<file path="config.mk">
export PLATFORM = sky130hd
export DESIGN_NAME = pia_aggregator
export DESIGN_NICKNAME = d
export VERILOG_FILES = /design/src/common/pia_pkg.sv /design/src/rtl/pia_aggregator.sv /design/src/rtl/pia_clear_guard.sv /design/src/rtl/pia_edge_detect.sv
export SDC_FILE = /design/constraint.sdc
export NUM_CORES = 1
export LEC_CHECK = 0
export ABC_AREA = 0
export BUFFER_PORTS_ARGS = -buffer_cell sky130_fd_sc_hd__buf_2
export CAP_MARGIN = 20
export CORE_MARGIN = 1
export CORE_UTILIZATION = 50
export DETAILED_ROUTE_END_ITERATION = 6
export PLACE_DENSITY_LB_ADDON = 0.12
export SYNTH_ARGS = -nofsm -noshare
export SYNTH_HDL_FRONTEND = slang
export SYNTH_SLANG_ARGS = --single-unit
</file>
<file path="constraint.sdc">
create_clock -name clk_in -period 4 [get_ports clk_in]
set_clock_uncertainty 0.1 [all_clocks]
set_input_delay 0.6 -clock clk_in [delete_from_list [all_inputs] [get_ports clk_in]]
set_output_delay 0.6 -clock clk_in [all_outputs]
set_load 0.02 [all_outputs]
</file>
<file path="src/common/pia_pkg.sv">
// Package of constants for the interrupt aggregator
`default_nettype none
package pia_pkg;
   localparam int unsigned GROUPS = 4;
   localparam int unsigned GROUP_W = 8;
   localparam logic [1:0] GRP_A = 2'h0;
   localparam logic [1:0] GRP_B = 2'h1;
   localparam logic [1:0] GRP_C = 2'h2;
   localparam logic [1:0] GRP_D = 2'h3;
   localparam logic [7:0] STATUS_RESET = 8'h00;
   localparam logic [7:0] BLOCK_RESET = 8'h00;
   localparam logic [7:0] EDGE_SEL_RESET = 8'h00;
   localparam logic POLARITY_RESET = 1'h0;
   localparam logic CLEAR_ON_WRITE_RESET = 1'h0;
   localparam logic PENDING_RESET = 1'h0;
   localparam logic WAKE_IN_SLEEP_RESET = 1'h0;
   localparam logic [7:0] ALL_ONES = 8'hFF;
endpackage
`default_nettype wire

</file>
<file path="src/rtl/pia_aggregator.sv">
// Interrupt aggregator of four event groups
//
// Summary of operation
// - Four groups: event latch, block, live level.
// - Live level read returns present line levels.
// - Group d has rise and fall selects.
// - Unmasked latched events OR onto alert.
// - Blocked source records nothing, no alert.
// - Latched bit stays when later blocked.
// - Active alert vetoes sleep sequence.
// - Control selects alert polarity, clear method.
// - Sleep-wake bit allows alert while asleep.
// - Pending mode keeps one repeat; two clears.
// - Back-to-back clears of one register count once.
// - Pending off: repeats during alert discarded.
// - New source latches even while alert active.
// - Alert drops only when no unblocked latch is set, or in sleep without the sleep-wake bit.
// - Clear-on-read clears whole read register.
// - Clear-on-write clears bits written one.
// - Pin events only for primary-function pins.
`default_nettype none
module pia_aggregator #(
   parameter int unsigned WIDTH = 8
) (
   input wire logic clk_in,
   input wire logic rst_n_in,
   input wire logic [WIDTH-1:0] event_group_a_in,
   input wire logic [WIDTH-1:0] event_group_b_in,
   input wire logic [WIDTH-1:0] event_group_c_in,
   input wire logic [WIDTH-1:0] event_group_d_level_in,
   input wire logic [WIDTH-1:0] live_a_in,
   input wire logic [WIDTH-1:0] live_b_in,
   input wire logic [WIDTH-1:0] live_c_in,
   input wire logic [WIDTH-1:0] pin_primary_in,
   input wire logic [WIDTH-1:0] block_a_in,
   input wire logic [WIDTH-1:0] block_b_in,
   input wire logic [WIDTH-1:0] block_c_in,
   input wire logic [WIDTH-1:0] block_d_in,
   input wire logic [WIDTH-1:0] pin_group_rise_select_in,
   input wire logic [WIDTH-1:0] pin_group_fall_select_in,
   input wire logic alert_active_high_in,
   input wire logic clear_on_write_in,
   input wire logic pending_enable_in,
   input wire logic wake_in_sleep_in,
   input wire logic sleep_state_in,
   input wire logic sleep_request_in,
   input wire logic rd_in,
   input wire logic wr_in,
   input wire logic [1:0] rd_group_in,
   input wire logic [WIDTH-1:0] wr_data_in,
   output logic [WIDTH-1:0] rd_latch_out,
   output logic [WIDTH-1:0] rd_live_out,
   output logic alert_out,
   output logic sleep_go_out
);
   typedef struct packed {
      logic [3:0][WIDTH-1:0] latch;
      logic [3:0][WIDTH-1:0] pend;
      logic [WIDTH-1:0] rd_latch;
      logic [WIDTH-1:0] rd_live;
      logic alert;
      logic sleep_go;
   } pia_state_t;

   pia_state_t state_reg;
   pia_state_t state_next;
   logic [3:0][WIDTH-1:0] ev;
   logic [3:0][WIDTH-1:0] blk;
   logic [3:0][WIDTH-1:0] live;
   logic [WIDTH-1:0] pin_ev;
   logic clear_ok;
   logic any_latched;
   logic line_active;

   function automatic logic [WIDTH-1:0] pick(
      input logic [3:0][WIDTH-1:0] v, input logic [1:0] g);
      pick = v[g];
   endfunction

   pia_edge_detect #(.WIDTH(WIDTH)) u_edge (
      .clk_in(clk_in),
      .rst_n_in(rst_n_in),
      .level_in(event_group_d_level_in),
      .rise_sel_in(pin_group_rise_select_in),
      .fall_sel_in(pin_group_fall_select_in),
      .enable_in(pin_primary_in),
      .event_out(pin_ev)
   );

   pia_clear_guard u_guard (
      .clk_in(clk_in),
      .rst_n_in(rst_n_in),
      .access_in(rd_in | wr_in),
      .group_in(rd_group_in),
      .is_clear_in((rd_in & ~clear_on_write_in) |
         (wr_in & clear_on_write_in)),
      .clear_ok_out(clear_ok)
   );

   assign ev = {pin_ev, event_group_c_in, event_group_b_in, event_group_a_in};
   assign blk = {block_d_in, block_c_in, block_b_in, block_a_in};
   assign live = {event_group_d_level_in, live_c_in, live_b_in, live_a_in};

   always_comb begin
      state_next = state_reg;
      any_latched = 1'b0;
      for (int g = 0; g < 4; g++) begin
         any_latched = any_latched | (|state_reg.latch[g]);
      end
      line_active = any_latched;
      for (int g = 0; g < 4; g++) begin
         for (int b = 0; b < WIDTH; b++) begin
            // Clears first, events after so a set wins
            if (clear_ok && rd_group_in == g[1:0]) begin
               if (!clear_on_write_in || wr_data_in[b]) begin
                  if (state_reg.pend[g][b]) begin
                     state_next.pend[g][b] = 1'b0;
                  end else begin
                     state_next.latch[g][b] = 1'b0;
                  end
               end
            end
            if (ev[g][b] && !blk[g][b]) begin
               if (!state_next.latch[g][b]) begin
                  state_next.latch[g][b] = 1'b1;
               end else if (pending_enable_in && line_active) begin
                  state_next.pend[g][b] = 1'b1;
               end // Repeat dropped when pending off
            end
         end
      end
      if (rd_in) begin
         state_next.rd_latch = pick(state_reg.latch, rd_group_in);
         state_next.rd_live = pick(live, rd_group_in);
      end
      any_latched = 1'b0;
      for (int g = 0; g < 4; g++) begin
         any_latched = any_latched |
            (|(state_next.latch[g] & ~blk[g]));
      end
      if (sleep_state_in && !wake_in_sleep_in) begin
         any_latched = 1'b0;
      end
      state_next.alert = any_latched ~^ alert_active_high_in;
      state_next.sleep_go = sleep_request_in && !any_latched;
   end

   always_ff @(posedge clk_in) begin
      if (!rst_n_in) begin
         state_reg <= '0;
         state_reg.alert <= 1'b1;
      end else begin
         state_reg <= state_next;
      end
   end

   assign rd_latch_out = state_reg.rd_latch;
   assign rd_live_out = state_reg.rd_live;
   assign alert_out = state_reg.alert;
   assign sleep_go_out = state_reg.sleep_go;

   a_block_no_set: assert property (@(posedge clk_in)
      disable iff (!rst_n_in)
      (blk[0][0] && !state_reg.latch[0][0]) |=> !state_reg.latch[0][0])
      else $error("blocked source latched");

   a_keep_blocked: assert property (@(posedge clk_in)
      disable iff (!rst_n_in)
      (state_reg.latch[1][0] && !clear_ok) |=> state_reg.latch[1][0])
      else $error("latched bit lost");

   a_new_source_set: assert property (@(posedge clk_in)
      disable iff (!rst_n_in)
      (ev[2][3] && !blk[2][3]) |=> state_reg.latch[2][3])
      else $error("event not latched");

   a_sleep_veto: assert property (@(posedge clk_in)
      disable iff (!rst_n_in)
      state_reg.sleep_go |-> $past(sleep_request_in))
      else $error("sleep without request");

   a_rd_capture: assert property (@(posedge clk_in)
      disable iff (!rst_n_in)
      rd_in |=> rd_latch_out == $past(pick(state_reg.latch, rd_group_in)))
      else $error("read value wrong");

   a_live_read: assert property (@(posedge clk_in)
      disable iff (!rst_n_in)
      rd_in |=> rd_live_out == $past(pick(live, rd_group_in)))
      else $error("live level wrong");

   a_alert_idle: assert property (@(posedge clk_in)
      disable iff (!rst_n_in)
      ($past(state_next.latch) == '0) |->
      alert_out == !$past(alert_active_high_in))
      else $error("alert set while clear");

   a_pend_off: assert property (@(posedge clk_in)
      disable iff (!rst_n_in)
      !pending_enable_in |=> state_reg.pend == $past(state_reg.pend) ||
         $past(clear_ok))
      else $error("pending set while off");

   a_guard_twice: assert property (@(posedge clk_in)
      disable iff (!rst_n_in)
      clear_ok ##1 ((rd_in || wr_in) && rd_group_in == $past(rd_group_in))
      |-> !clear_ok)
      else $error("second clear accepted");

   a_sleep_mask: assert property (@(posedge clk_in)
      disable iff (!rst_n_in)
      (sleep_state_in && !wake_in_sleep_in) |=>
      alert_out == !$past(alert_active_high_in))
      else $error("alert raised in sleep");

   a_sleep_wake: assert property (@(posedge clk_in)
      disable iff (!rst_n_in)
      ((|(state_next.latch[3] & ~blk[3])) && sleep_state_in &&
      wake_in_sleep_in) |=> alert_out == $past(alert_active_high_in))
      else $error("alert missing in sleep");

   a_sleep_free: assert property (@(posedge clk_in)
      disable iff (!rst_n_in)
      (sleep_request_in && state_next.latch == '0) |=> sleep_go_out)
      else $error("sleep refused while clear");

   a_sleep_no_req: assert property (@(posedge clk_in)
      disable iff (!rst_n_in)
      !sleep_request_in |=> !sleep_go_out)
      else $error("sleep allowed unrequested");

   a_reset_alert: assert property (@(posedge clk_in)
      disable iff (!rst_n_in)
      $past(!rst_n_in) |-> alert_out)
      else $error("alert not idle after reset");

   a_rd_hold: assert property (@(posedge clk_in)
      disable iff (!rst_n_in)
      !rd_in |=> $stable(rd_latch_out))
      else $error("read data changed");

   a_live_hold: assert property (@(posedge clk_in)
      disable iff (!rst_n_in)
      !rd_in |=> $stable(rd_live_out))
      else $error("live data changed");

   a_pin_rise: assert property (@(posedge clk_in)
      disable iff (!rst_n_in)
      ($past(rst_n_in) && pin_group_rise_select_in[0] && pin_primary_in[0] &&
      event_group_d_level_in[0] && !$past(event_group_d_level_in[0])) |->
      pin_ev[0])
      else $error("rising pin edge missed");

   a_pin_fall: assert property (@(posedge clk_in)
      disable iff (!rst_n_in)
      ($past(rst_n_in) && pin_group_fall_select_in[2] && pin_primary_in[2] &&
      !event_group_d_level_in[2] && $past(event_group_d_level_in[2])) |->
      pin_ev[2])
      else $error("falling pin edge missed");

   a_pin_off: assert property (@(posedge clk_in)
      disable iff (!rst_n_in)
      !pin_primary_in[1] |-> !pin_ev[1])
      else $error("alternate pin raised event");

   // Checks repeated over groups and bits
   for (genvar gi = 0; gi < 4; gi++) begin : g_grp
      a_cor_clear: assert property (@(posedge clk_in)
         disable iff (!rst_n_in)
         (clear_ok && !clear_on_write_in && rd_group_in == gi &&
         state_reg.pend[gi] == '0 && ev[gi] == '0) |=>
         state_reg.latch[gi] == '0)
         else $error("read did not clear group");

      a_other_kept: assert property (@(posedge clk_in)
         disable iff (!rst_n_in)
         (rd_group_in != gi) |=>
         (state_reg.latch[gi] & $past(state_reg.latch[gi])) ==
         $past(state_reg.latch[gi]))
         else $error("other group cleared");

      a_cow_kept: assert property (@(posedge clk_in)
         disable iff (!rst_n_in)
         (clear_on_write_in && rd_group_in == gi) |=>
         (state_reg.latch[gi] & $past(state_reg.latch[gi] & ~wr_data_in))
         == $past(state_reg.latch[gi] & ~wr_data_in))
         else $error("unwritten bit cleared");

      a_cow_full: assert property (@(posedge clk_in)
         disable iff (!rst_n_in)
         (clear_ok && clear_on_write_in && rd_group_in == gi &&
         wr_data_in == pia_pkg::ALL_ONES && state_reg.pend[gi] == '0 &&
         ev[gi] == '0) |=> state_reg.latch[gi] == '0)
         else $error("full write did not clear");

      a_alert_group: assert property (@(posedge clk_in)
         disable iff (!rst_n_in)
         ((|(state_next.latch[gi] & ~blk[gi])) &&
         !(sleep_state_in && !wake_in_sleep_in)) |=>
         alert_out == $past(alert_active_high_in))
         else $error("alert not raised");

      a_veto_group: assert property (@(posedge clk_in)
         disable iff (!rst_n_in)
         ((|(state_next.latch[gi] & ~blk[gi])) && !sleep_state_in) |=>
         !sleep_go_out)
         else $error("sleep not vetoed");

      for (genvar bi = 0; bi < WIDTH; bi++) begin : g_bit
         a_block_bit: assert property (@(posedge clk_in)
            disable iff (!rst_n_in)
            (blk[gi][bi] && !state_reg.latch[gi][bi]) |=>
            !state_reg.latch[gi][bi])
            else $error("blocked event latched");

         a_set_bit: assert property (@(posedge clk_in)
            disable iff (!rst_n_in)
            (ev[gi][bi] && !blk[gi][bi]) |=> state_reg.latch[gi][bi])
            else $error("open event not latched");

         a_keep_bit: assert property (@(posedge clk_in)
            disable iff (!rst_n_in)
            (state_reg.latch[gi][bi] && !(clear_ok && rd_group_in == gi))
            |=> state_reg.latch[gi][bi])
            else $error("latched bit dropped");

         a_pend_latch: assert property (@(posedge clk_in)
            disable iff (!rst_n_in)
            state_reg.pend[gi][bi] |-> state_reg.latch[gi][bi])
            else $error("pending without latch");

         a_pend_set: assert property (@(posedge clk_in)
            disable iff (!rst_n_in)
            (pending_enable_in && state_reg.latch[gi][bi] && ev[gi][bi] &&
            !blk[gi][bi] && !(clear_ok && rd_group_in == gi)) |=>
            state_reg.pend[gi][bi])
            else $error("repeat not held pending");

         a_pend_first: assert property (@(posedge clk_in)
            disable iff (!rst_n_in)
            (state_reg.pend[gi][bi] && clear_ok && rd_group_in == gi &&
            (!clear_on_write_in || wr_data_in[bi])) |=>
            state_reg.latch[gi][bi])
            else $error("pending latch cleared at once");

         a_discard_bit: assert property (@(posedge clk_in)
            disable iff (!rst_n_in)
            (!pending_enable_in && !state_reg.pend[gi][bi]) |=>
            !state_reg.pend[gi][bi])
            else $error("repeat stored while off");
      end
   end
endmodule // pia_aggregator
`default_nettype wire

</file>
<file path="src/rtl/pia_clear_guard.sv">
// Gate that blocks a second clear to the same register
`default_nettype none
module pia_clear_guard (
   input wire logic clk_in,
   input wire logic rst_n_in,
   input wire logic access_in,
   input wire logic [1:0] group_in,
   input wire logic is_clear_in,
   output logic clear_ok_out
);
   typedef struct packed {
      logic last_clear;
      logic [1:0] last_group;
   } pia_cg_state_t;
   pia_cg_state_t state_reg;
   pia_cg_state_t state_next;
   always_comb begin
      state_next = state_reg;
      // Back-to-back clears of one register count once
      clear_ok_out = is_clear_in &&
         !(state_reg.last_clear && state_reg.last_group == group_in);
      if (access_in) begin
         state_next.last_clear = is_clear_in;
         state_next.last_group = group_in;
      end
   end
   always_ff @(posedge clk_in) begin
      if (!rst_n_in) begin
         state_reg <= '0;
      end else begin
         state_reg <= state_next;
      end
   end
endmodule // pia_clear_guard
`default_nettype wire

</file>
<file path="src/rtl/pia_edge_detect.sv">
// Edge detector for the pin group
`default_nettype none
module pia_edge_detect #(
   parameter int unsigned WIDTH = 8
) (
   input wire logic clk_in,
   input wire logic rst_n_in,
   input wire logic [WIDTH-1:0] level_in,
   input wire logic [WIDTH-1:0] rise_sel_in,
   input wire logic [WIDTH-1:0] fall_sel_in,
   input wire logic [WIDTH-1:0] enable_in,
   output logic [WIDTH-1:0] event_out
);
   typedef struct packed {
      logic armed;
      logic [WIDTH-1:0] prev;
   } pia_ed_state_t;
   pia_ed_state_t state_reg;
   pia_ed_state_t state_next;
   logic [WIDTH-1:0] rise;
   logic [WIDTH-1:0] fall;
   always_comb begin
      state_next.armed = 1'b1;
      state_next.prev = level_in;
      rise = level_in & ~state_reg.prev;
      fall = ~level_in & state_reg.prev;
      // Primary function pins only, none before first capture
      event_out = ((rise & rise_sel_in) | (fall & fall_sel_in)) &
         enable_in & {WIDTH{state_reg.armed}};
   end
   always_ff @(posedge clk_in) begin
      if (!rst_n_in) begin
         state_reg <= '0;
      end else begin
         state_reg <= state_next;
      end
   end
endmodule // pia_edge_detect
`default_nettype wire
</file>
[Word level (Yosys, flattened, before mapping)]
Cells that the tools add are included.
Operators by class
  $lt $le $gt $ge: 1
  equal/unequal tests: 4
  mux-type cells: 294
  bitwise operators: 29
  reductions and logical operators: 94
Operator list (number)
  two-way mux 1 bit: 289
  bitwise AND 8 bit: 10
  OR reduction 8 bit: 8
  inverter 8 bit: 6
  logical AND 1 bit: 41
  logical NOT 1 bit: 36
  binary-select mux 8 bit (select 2 bit): 2
  two-way mux 8 bit: 2
  two-way mux 9 bit: 1
  logical OR 1 bit: 8
  OR 1 bit: 8
  OR 8 bit: 1
  == test 2 bit, second input constant: 2
  less-than comparator 2 x 3 -> 1 bit, second input constant: 1
  bitwise AND 1 bit: 2
  == test 2 x 1 -> 1 bit, second input constant: 1
  == test 2 bit: 1
  logical NOT 2 bit: 1
  inverter 1 bit: 1
  XNOR 1 bit: 1
Storage, ports and cells
  flip-flop bits (word level): 94
  input bits: 132
  output and inout port bits: 18

[Logic depth before layout (Yosys ltp)]
Gate-level depths: netlist of run 1.
  word-level depth: 15
  mapped depth: 9
  mapped depth without buffers: 7

[Hierarchy]
Synthesis of run 1 repeated with hierarchy kept, for this count alone.
Second synthesis, totals
  cells, all modules: 593
  area total of the unflattened synthesis: 5167.5 µm²
By module, submodules not included
  pia_aggregator: times used 1, cells an instance 530, area an instance 4573.1 µm², sequential area each 1641.6 µm²
  pia_edge_detect: times used 1, cells an instance 50, area an instance 457.9 µm², sequential area each 180.2 µm²
  pia_clear_guard: times used 1, cells an instance 13, area an instance 136.4 µm², sequential area each 60.1 µm²

[Worst setup path before layout of run 1]
No wires, ideal clock.
  kind: input to register
  start: input port clear_on_write_in
  end: register state_reg, in the netlist alert_out
  setup time: 116 ps
  arrival: 2748 ps
  required time: 3784 ps
  slack: 1036 ps
  cell stages on the path: 7
  buffers on the path: 1
  cell sequence: buf_4 mux2i_1 or3_1 a2111o_1 or3_1 or4b_1 and4_1
On the way
  word-level cells in the longest chain between the ends: 14
  elaborated cells on any way between the ends: 127
RTL lines
  start, declared: line pia_aggregator.sv:42  | input wire logic clear_on_write_in,
  inverter 1 bit: line pia_aggregator.sv:95  | .is_clear_in((rd_in & ~clear_on_write_in) |
  bitwise AND 1 bit: line pia_aggregator.sv:95
  OR 1 bit: line pia_aggregator.sv:95
  logical AND 1 bit: line pia_clear_guard.sv:20  | clear_ok_out = is_clear_in &&
  logical AND 1 bit: line pia_aggregator.sv:114  | if (clear_ok && rd_group_in == g[1:0]) begin
  two-way mux 1 bit: line pia_aggregator.sv:114
  two-way mux 1 bit: line pia_aggregator.sv:123  | if (ev[g][b] && !blk[g][b]) begin
  bitwise AND 8 bit: line pia_aggregator.sv:139  | (|(state_next.latch[g] & ~blk[g]));
  OR reduction 8 bit: line pia_aggregator.sv:139
  OR 1 bit (2 in series): line pia_aggregator.sv:138  | any_latched = any_latched |
  OR 1 bit *: line pia_aggregator.sv:138
  two-way mux 1 bit *: line pia_aggregator.sv:141  | if (sleep_state_in && !wake_in_sleep_in) begin
  XNOR 1 bit *: line pia_aggregator.sv:144  | state_next.alert = any_latched ~^ alert_active_high_in;
  end signal, assigned: line pia_aggregator.sv:153  | state_reg <= state_next;
  end, declared: line pia_aggregator.sv:65  | pia_state_t state_reg;
Every way passes the cells marked *; elsewhere a longest branch is shown, timed or not.
A chain may end at the register's enable or synchronous reset.

[Final worst setup path of run 1]
  start: input port rd_group_in[1]
  end: register state_reg, in the netlist alert_out
On the way
  word-level cells in the longest chain between the ends: 14
  elaborated cells on any way between the ends: 89
RTL lines
  start, declared: line pia_aggregator.sv:49  | input wire logic [1:0] rd_group_in,
  == test 2 bit: line pia_clear_guard.sv:21  | !(state_reg.last_clear && state_reg.last_group == group_in);
  logical AND 1 bit: line pia_clear_guard.sv:21
  logical NOT 1 bit: line pia_clear_guard.sv:21
  logical AND 1 bit: line pia_clear_guard.sv:20
  logical AND 1 bit: line pia_aggregator.sv:114
  two-way mux 1 bit: line pia_aggregator.sv:114
  two-way mux 1 bit: line pia_aggregator.sv:123
  bitwise AND 8 bit: line pia_aggregator.sv:139
  OR reduction 8 bit: line pia_aggregator.sv:139
  OR 1 bit (2 in series): line pia_aggregator.sv:138
  OR 1 bit *: line pia_aggregator.sv:138
  two-way mux 1 bit *: line pia_aggregator.sv:141
  XNOR 1 bit *: line pia_aggregator.sv:144
Marked as above.

==> results of run 1 <==
## layout make-up
class / instances / area, um^2 / area share
clock inverters: 6 / 134 / 0.0211
multi-input cells: 449 / 3130 / 0.493
clock buffers: 9 / 124 / 0.0195
well taps: 136 / 170 / 0.0268
flip-flops and latches: 94 / 1880 / 0.296
inverters: 27 / 101 / 0.0159
repair buffers: 158 / 813 / 0.128
## cells in the final DEF, fill, tap and decap left out, drive strengths merged, types with 15 or more instances in the layout
cell      n
nor2     37
mux4     16
mux2i    17
o21ai    48
nor4     24
and3     16
nor2b    32
nand3b   15
buf     158
or3      21
and2     17
a21boi   32
nand2b   23
inv      28
nand2    30
o31ai    24
dfxtp    94
## per-stage QoR
stage	setup WS, ns	cells
finish	0.803	879
detailed placement	0.483	864
CTS	0.864	879
global route	0.716	879
global placement	0.566	864
floorplan	1.04	621
## routing by layer
| layer | vias up | global-route usage | part of all wire |
|---|---|---|---|
| li1 | 2506 | - | - |
| met1 | 2517 | 0.376 | 0.41 |
| met2 | 239 | 0.501 | 0.48 |
| met3 | 42 | 0.0693 | 0.076 |
| met4 | 0 | 0.119 | 0.030 |
| met5 | - | 0 | 0 |
## worst max-delay path by stage
stage                            from   endpoint
finish                 rd_group_in[1]  alert_out
global route           rd_group_in[1]  alert_out
CTS                    rd_group_in[1]  alert_out
detailed placement     rd_group_in[1]  alert_out
global placement       rd_group_in[1]  alert_out
floorplan           clear_on_write_in  alert_out
## power groups by stage
stage | clock network, mW | registers (mW) | logic [mW]
after floorplan | 0 | 1.02 | 0.234
after global placement | 0 | 1.04 | 0.358
after detailed placement | 0 | 1.04 | 0.367
after CTS | 0.828 | 1.02 | 0.369
after global routing | 0.863 | 1.03 | 0.407
final | 0.818 | 1.02 | 0.371
## cells by family after synthesis
family | synth area share
buf+inv | 0.0674
compound gates | 0.207
mux | 0.101
simple gates | 0.266
flops | 0.351
fa+ha+maj | 0.00746
==> out/qor.txt, run 1 <==
Worst Setup Start Kind = input pin
maximum clock path buffer count = 2
WHS Path Cells = 2
Switch Pwr = 0.590 mW
WP data required = 4.16 ns
Worst-Skew Late Latency = 0.37 ns
cell mode on critical path = or3_1
Post-CTS Hold Fix Bufs = 0
pin count of the biggest net entering global routing = 53
r2r worst-path depth = 7
crit path capture type = flip-flop
CTS buffer count = 9
RR Endpoint = alert_out
Post-CTS Resized = 0
initial antenna violation count = 0
fin crit period = 3.20 ns
Clock power frac = 0.370
Syn. warnings = 0
DR vias = 5,304
DR WL/cell = 18.6 um
Vias per Instance = 6.03
1st-iter DRT viols = 370
worst-path fanout max = 23
Min-Delay Endpoint = u_edge.state_reg[7]
post-route ant nets = 0
I/O pin total = 150
Max Cap Viol = 0
Buf+Inv Stages, Crit Path = 1
ranking of synthesized cells by area = dfxtp_1, mux4_2, o21ai_0, a21boi_0, nor2b_1
Clock Pin Slew Worst Setup and Hold Paths = 0.10 ns
post-synth top area share = 0.351
Die Width = 106 um
Rel. slew slack = 0.314
Fill cells = 949
GRT Total Usage = 0.301
fin. max-slew vios = 0
Placed Instance Area = 6100 um^2
Port Buf Inserts = 149
H-tree depth = 3
Worst Tran Pin Value = 1.03 ns
cells along the critical path = buf_2 -> or2_1 -> or3_1 -> o41ai_1 -> o2111ai_1 -> or3_1 -> or4b_1 -> and4_1
launching point of the worst reg2reg path = u_guard.state_reg[1]
dpl hpwl = 12.5 mm
root buf cell = clkbuf_8
first-pass GRT wire length = 25.8 mm
clock sinks = 94
Synth top cells by count = dfxtp_1, o21ai_0, nor2_1, a21boi_0, nor2b_1
Primary FF master, synth = dfxtp_1
Synth async-reset ratio = 0
# diodes = 0
GRT overflow = 0
Worst EP arrival = 3.36 ns
unrepaired setup endpoints after global routing = false
post-route setup TNS = 0 ns
Pwr Total = 2.21 mW
min-delay src = event_group_d_level_in[7]
Max IR drop VDD = 0.000188 V
EDFF count, synth = 0
PD cells = 348 nW/um^2
core area = 10,400 um^2
fmax = 313 MHz
Setup-failing EPs final = 0
syn_nets = 753
switching share of power = 0.266
Fin. Hold Viols = 0
setup bufs post-CTS = 0
Largest register FFs = 64
Nets = 871
slowest cell on the critical path = or3_1
Layout Utilization = 0.613
largest area contributor in the netlist = dfxtp_1
Hold Slack = 0.364 ns
crit share post-route = 0.799
final wirelength = 16.3 mm
die area = 11,200 um^2
P_leak = 2.62 nW
Sequential Power Share = 0.463
die height = 106 um
layout cells sized above 1 = 0.265
CTS tree = built
Mean Syn Cell Area = 8.64 um^2
critical path class = in -> reg
Int Power = 1.62 mW
Seq cells post-synth = 94
finished layout cell area = 6360 um^2
Layout area overhead = 18.5%
vias in the first global route = 5,043
FF-to-FF setup slack = 0.99 ns
Comb pwr share = 0.168
HP Class = in -> reg
drt first pass iters = 5
GPL Wtd Cong = 0.936
register area share after synthesis = 0.351
biggest cell delay along the critical path = 0.56 ns
CP top delay family = simple AND/OR/NAND/NOR gates
post-synthesis cell count = 621
outcome = completed
Yosys cell types = 52
# DRC = 0
initial core utilization = 0.517
# rows = 37
Post-Syn Area = 5370 um^2
Crit. path cell count = 8
most common cell in the netlist = dfxtp_1
Power figures use the tool's default switching activity.
==> run 2: changes to the inputs <==
==> constraint.sdc (replaced) <==
create_clock -name clk_in -period 3.2 [get_ports clk_in]
set_clock_uncertainty 0.1 [all_clocks]
set_input_delay 0.48 -clock clk_in [delete_from_list [all_inputs] [get_ports clk_in]]
set_output_delay 0.48 -clock clk_in [all_outputs]
set_load 0.02 [all_outputs]
==> out/qor.txt, run 2 (synthesis results as in run 1) <==
launching point of the worst reg2reg path = u_guard.state_reg[1]
I/O pin total = 150 (unchanged)
GPL Wtd Cong = 0.925 (-1.1%)
CTS buffer count = 9 (unchanged)
fin. max-slew vios = 0 (unchanged)
# diodes = 0 (unchanged)
worst-path fanout max = 6 (-74%)
WP data required = 3.37 ns (-0.79 ns)
Register Area = 1880 um^2 (unchanged)
Worst Tran Pin Value = 0.796 ns (-0.232 ns)
Post-CTS Resized = 0 (unchanged)
# DRC = 0 (unchanged)
Nets = 894 (+2.6%)
crit path capture type = flip-flop
initial core utilization = 0.517 (unchanged)
cell mode on critical path = or3_1
first-pass GRT wire length = 27.2 mm (+5.3%)
Max Cap Viol = 0 (unchanged)
Largest register FFs = 64 (unchanged)
dpl hpwl = 13.2 mm (+5.5%)
CP top delay family = simple AND/OR/NAND/NOR gates
Vias per Instance = 6.05 (+0.21%)
global routing's busiest layer = met2
crit share post-route = 0.898
initial antenna violation count = 0 (unchanged)
vias in the first global route = 5,271 (+4.5%)
die area = 11,200 um^2 (unchanged)
Max IR drop VDD = 0.000361 V (+93%)
Multi-input gate area = 3130 um^2 (-0.24%)
biggest cell delay along the critical path = 0.52 ns (-0.04 ns)
maximum clock path buffer count = 2 (unchanged)
Port Buf Inserts = 149 (unchanged)
DR vias = 5,460 (+2.9%)
Worst-Skew Late Latency = 0.37 ns (about the same)
slowest cell on the critical path = or4b_1
final wirelength = 16.9 mm (+3.6%)
# rows = 37 (unchanged)
critical path class = reg -> reg
Setup-failing EPs final = 0 (unchanged)
Rel. slew slack = 0.468 (+0.155)
GRT Total Usage = 0.316 (+0.0148)
CP startpoint = u_guard.state_reg[1]
H-tree depth = 3 (unchanged)
Fin. Hold Viols = 0 (unchanged)
P_leak = 2.70 nW (+3.0%)
Clock Pin Slew Worst Setup and Hold Paths = 0.09 ns (about the same)
PD cells = 404 nW/um^2 (+16%)
GR met2 Demand/Resource = 0.522 (+0.0207)
setup bufs post-CTS = 0 (unchanged)
die height = 106 um (unchanged)
cells along the critical path = nor3b_1 -> or3_1 -> o41ai_1 -> o2111ai_1 -> or3_1 -> or4b_1 -> and4_1
Pwr Total = 2.62 mW (+18%)
min-delay src = event_group_d_level_in[7]
Fill cells = 949 (unchanged)
CTS tree = built
most common cell after layout, fill and taps aside = buf_2
DR WL/cell = 18.7 um (+0.82%)
HP Class = in -> reg
unrepaired setup endpoints after global routing = false
Buf+Inv Stages, Crit Path = 0 (-1)
1st-iter DRT viols = 398 (+7.6%)
root buf cell = clkbuf_8
fmax = 348 MHz
post-route setup TNS = 0 ns (unchanged)
Worst EP arrival = 3.05 ns (-0.31 ns)
Layout Utilization = 0.624 (+0.0112)
met1 Usage GRT = 0.400 (+0.0234)
fin crit period = 2.87 ns
core area = 10,400 um^2 (unchanged)
grt met3 use = 0.0612 (-0.00804)
post-route ant nets = 0 (unchanged)
outcome = completed
Layout area overhead = 20.7%
Die Width = 106 um (unchanged)
clock sinks = 94 (unchanged)
GRT overflow = 0 (unchanged)
Post-CTS Hold Fix Bufs = 0 (unchanged)
pin count of the biggest net entering global routing = 53 (unchanged)
most frequent cells in the layout = buf_2, dfxtp_1, o21ai_0
drt first pass iters = 5 (unchanged)
layout cells sized above 1 = 0.287 (+0.0217)
Worst Setup Start Kind = flip-flop
[run 2: metrics by stage]
step | hold WS [ns] | setup WS, ns | cell area (um^2) | instances
after floorplan | 0.363 | 0.356 | 5370 | 621
after global placement | 0.375 | 0.00954 | 6270 | 887
after detailed placement | 0.392 | 0.00870 | 6270 | 887
after CTS | 0.224 | 0.377 | 6470 | 903
after global routing | 0.235 | 0.212 | 6470 | 903
final | 0.243 | 0.326 | 6470 | 903
[run 2: worst paths after layout]
kind / endpoint / slack (ns) / depth (start not counted)
setup / recovery: alert_out / 0.33 / 7
hold / removal: u_edge.state_reg[7] / 0.24 / 2
setup reg to reg: alert_out / 0.33 / 7
hold reg to reg: state_reg[40] / 0.40 / 2
[run 2: report_power, final]
group | internal [mW] | switching [mW] | total, mW
Clock | 0.407 | 0.437 | 0.844
Combinational | 0.232 | 0.261 | 0.493
Sequential | 1.22 | 0.0580 | 1.28
[run 2: final cells by class]
class,instances,share of cell area
clock inverters,4,0.00831
well taps,136,0.0263
multi-input cells,449,0.483
repair buffers,181,0.152
flip-flops and latches,94,0.291
clock buffers,12,0.0240
inverters,27,0.0157
[run 2: metal layers]
metal	routed length (um)	part of all wire	vias to the layer above
met3	1250	0.074	41
li1	-	-	2560
met5	0	0	-
met1	7150	0.42	2613
met4	529	0.031	0
met2	7970	0.47	246
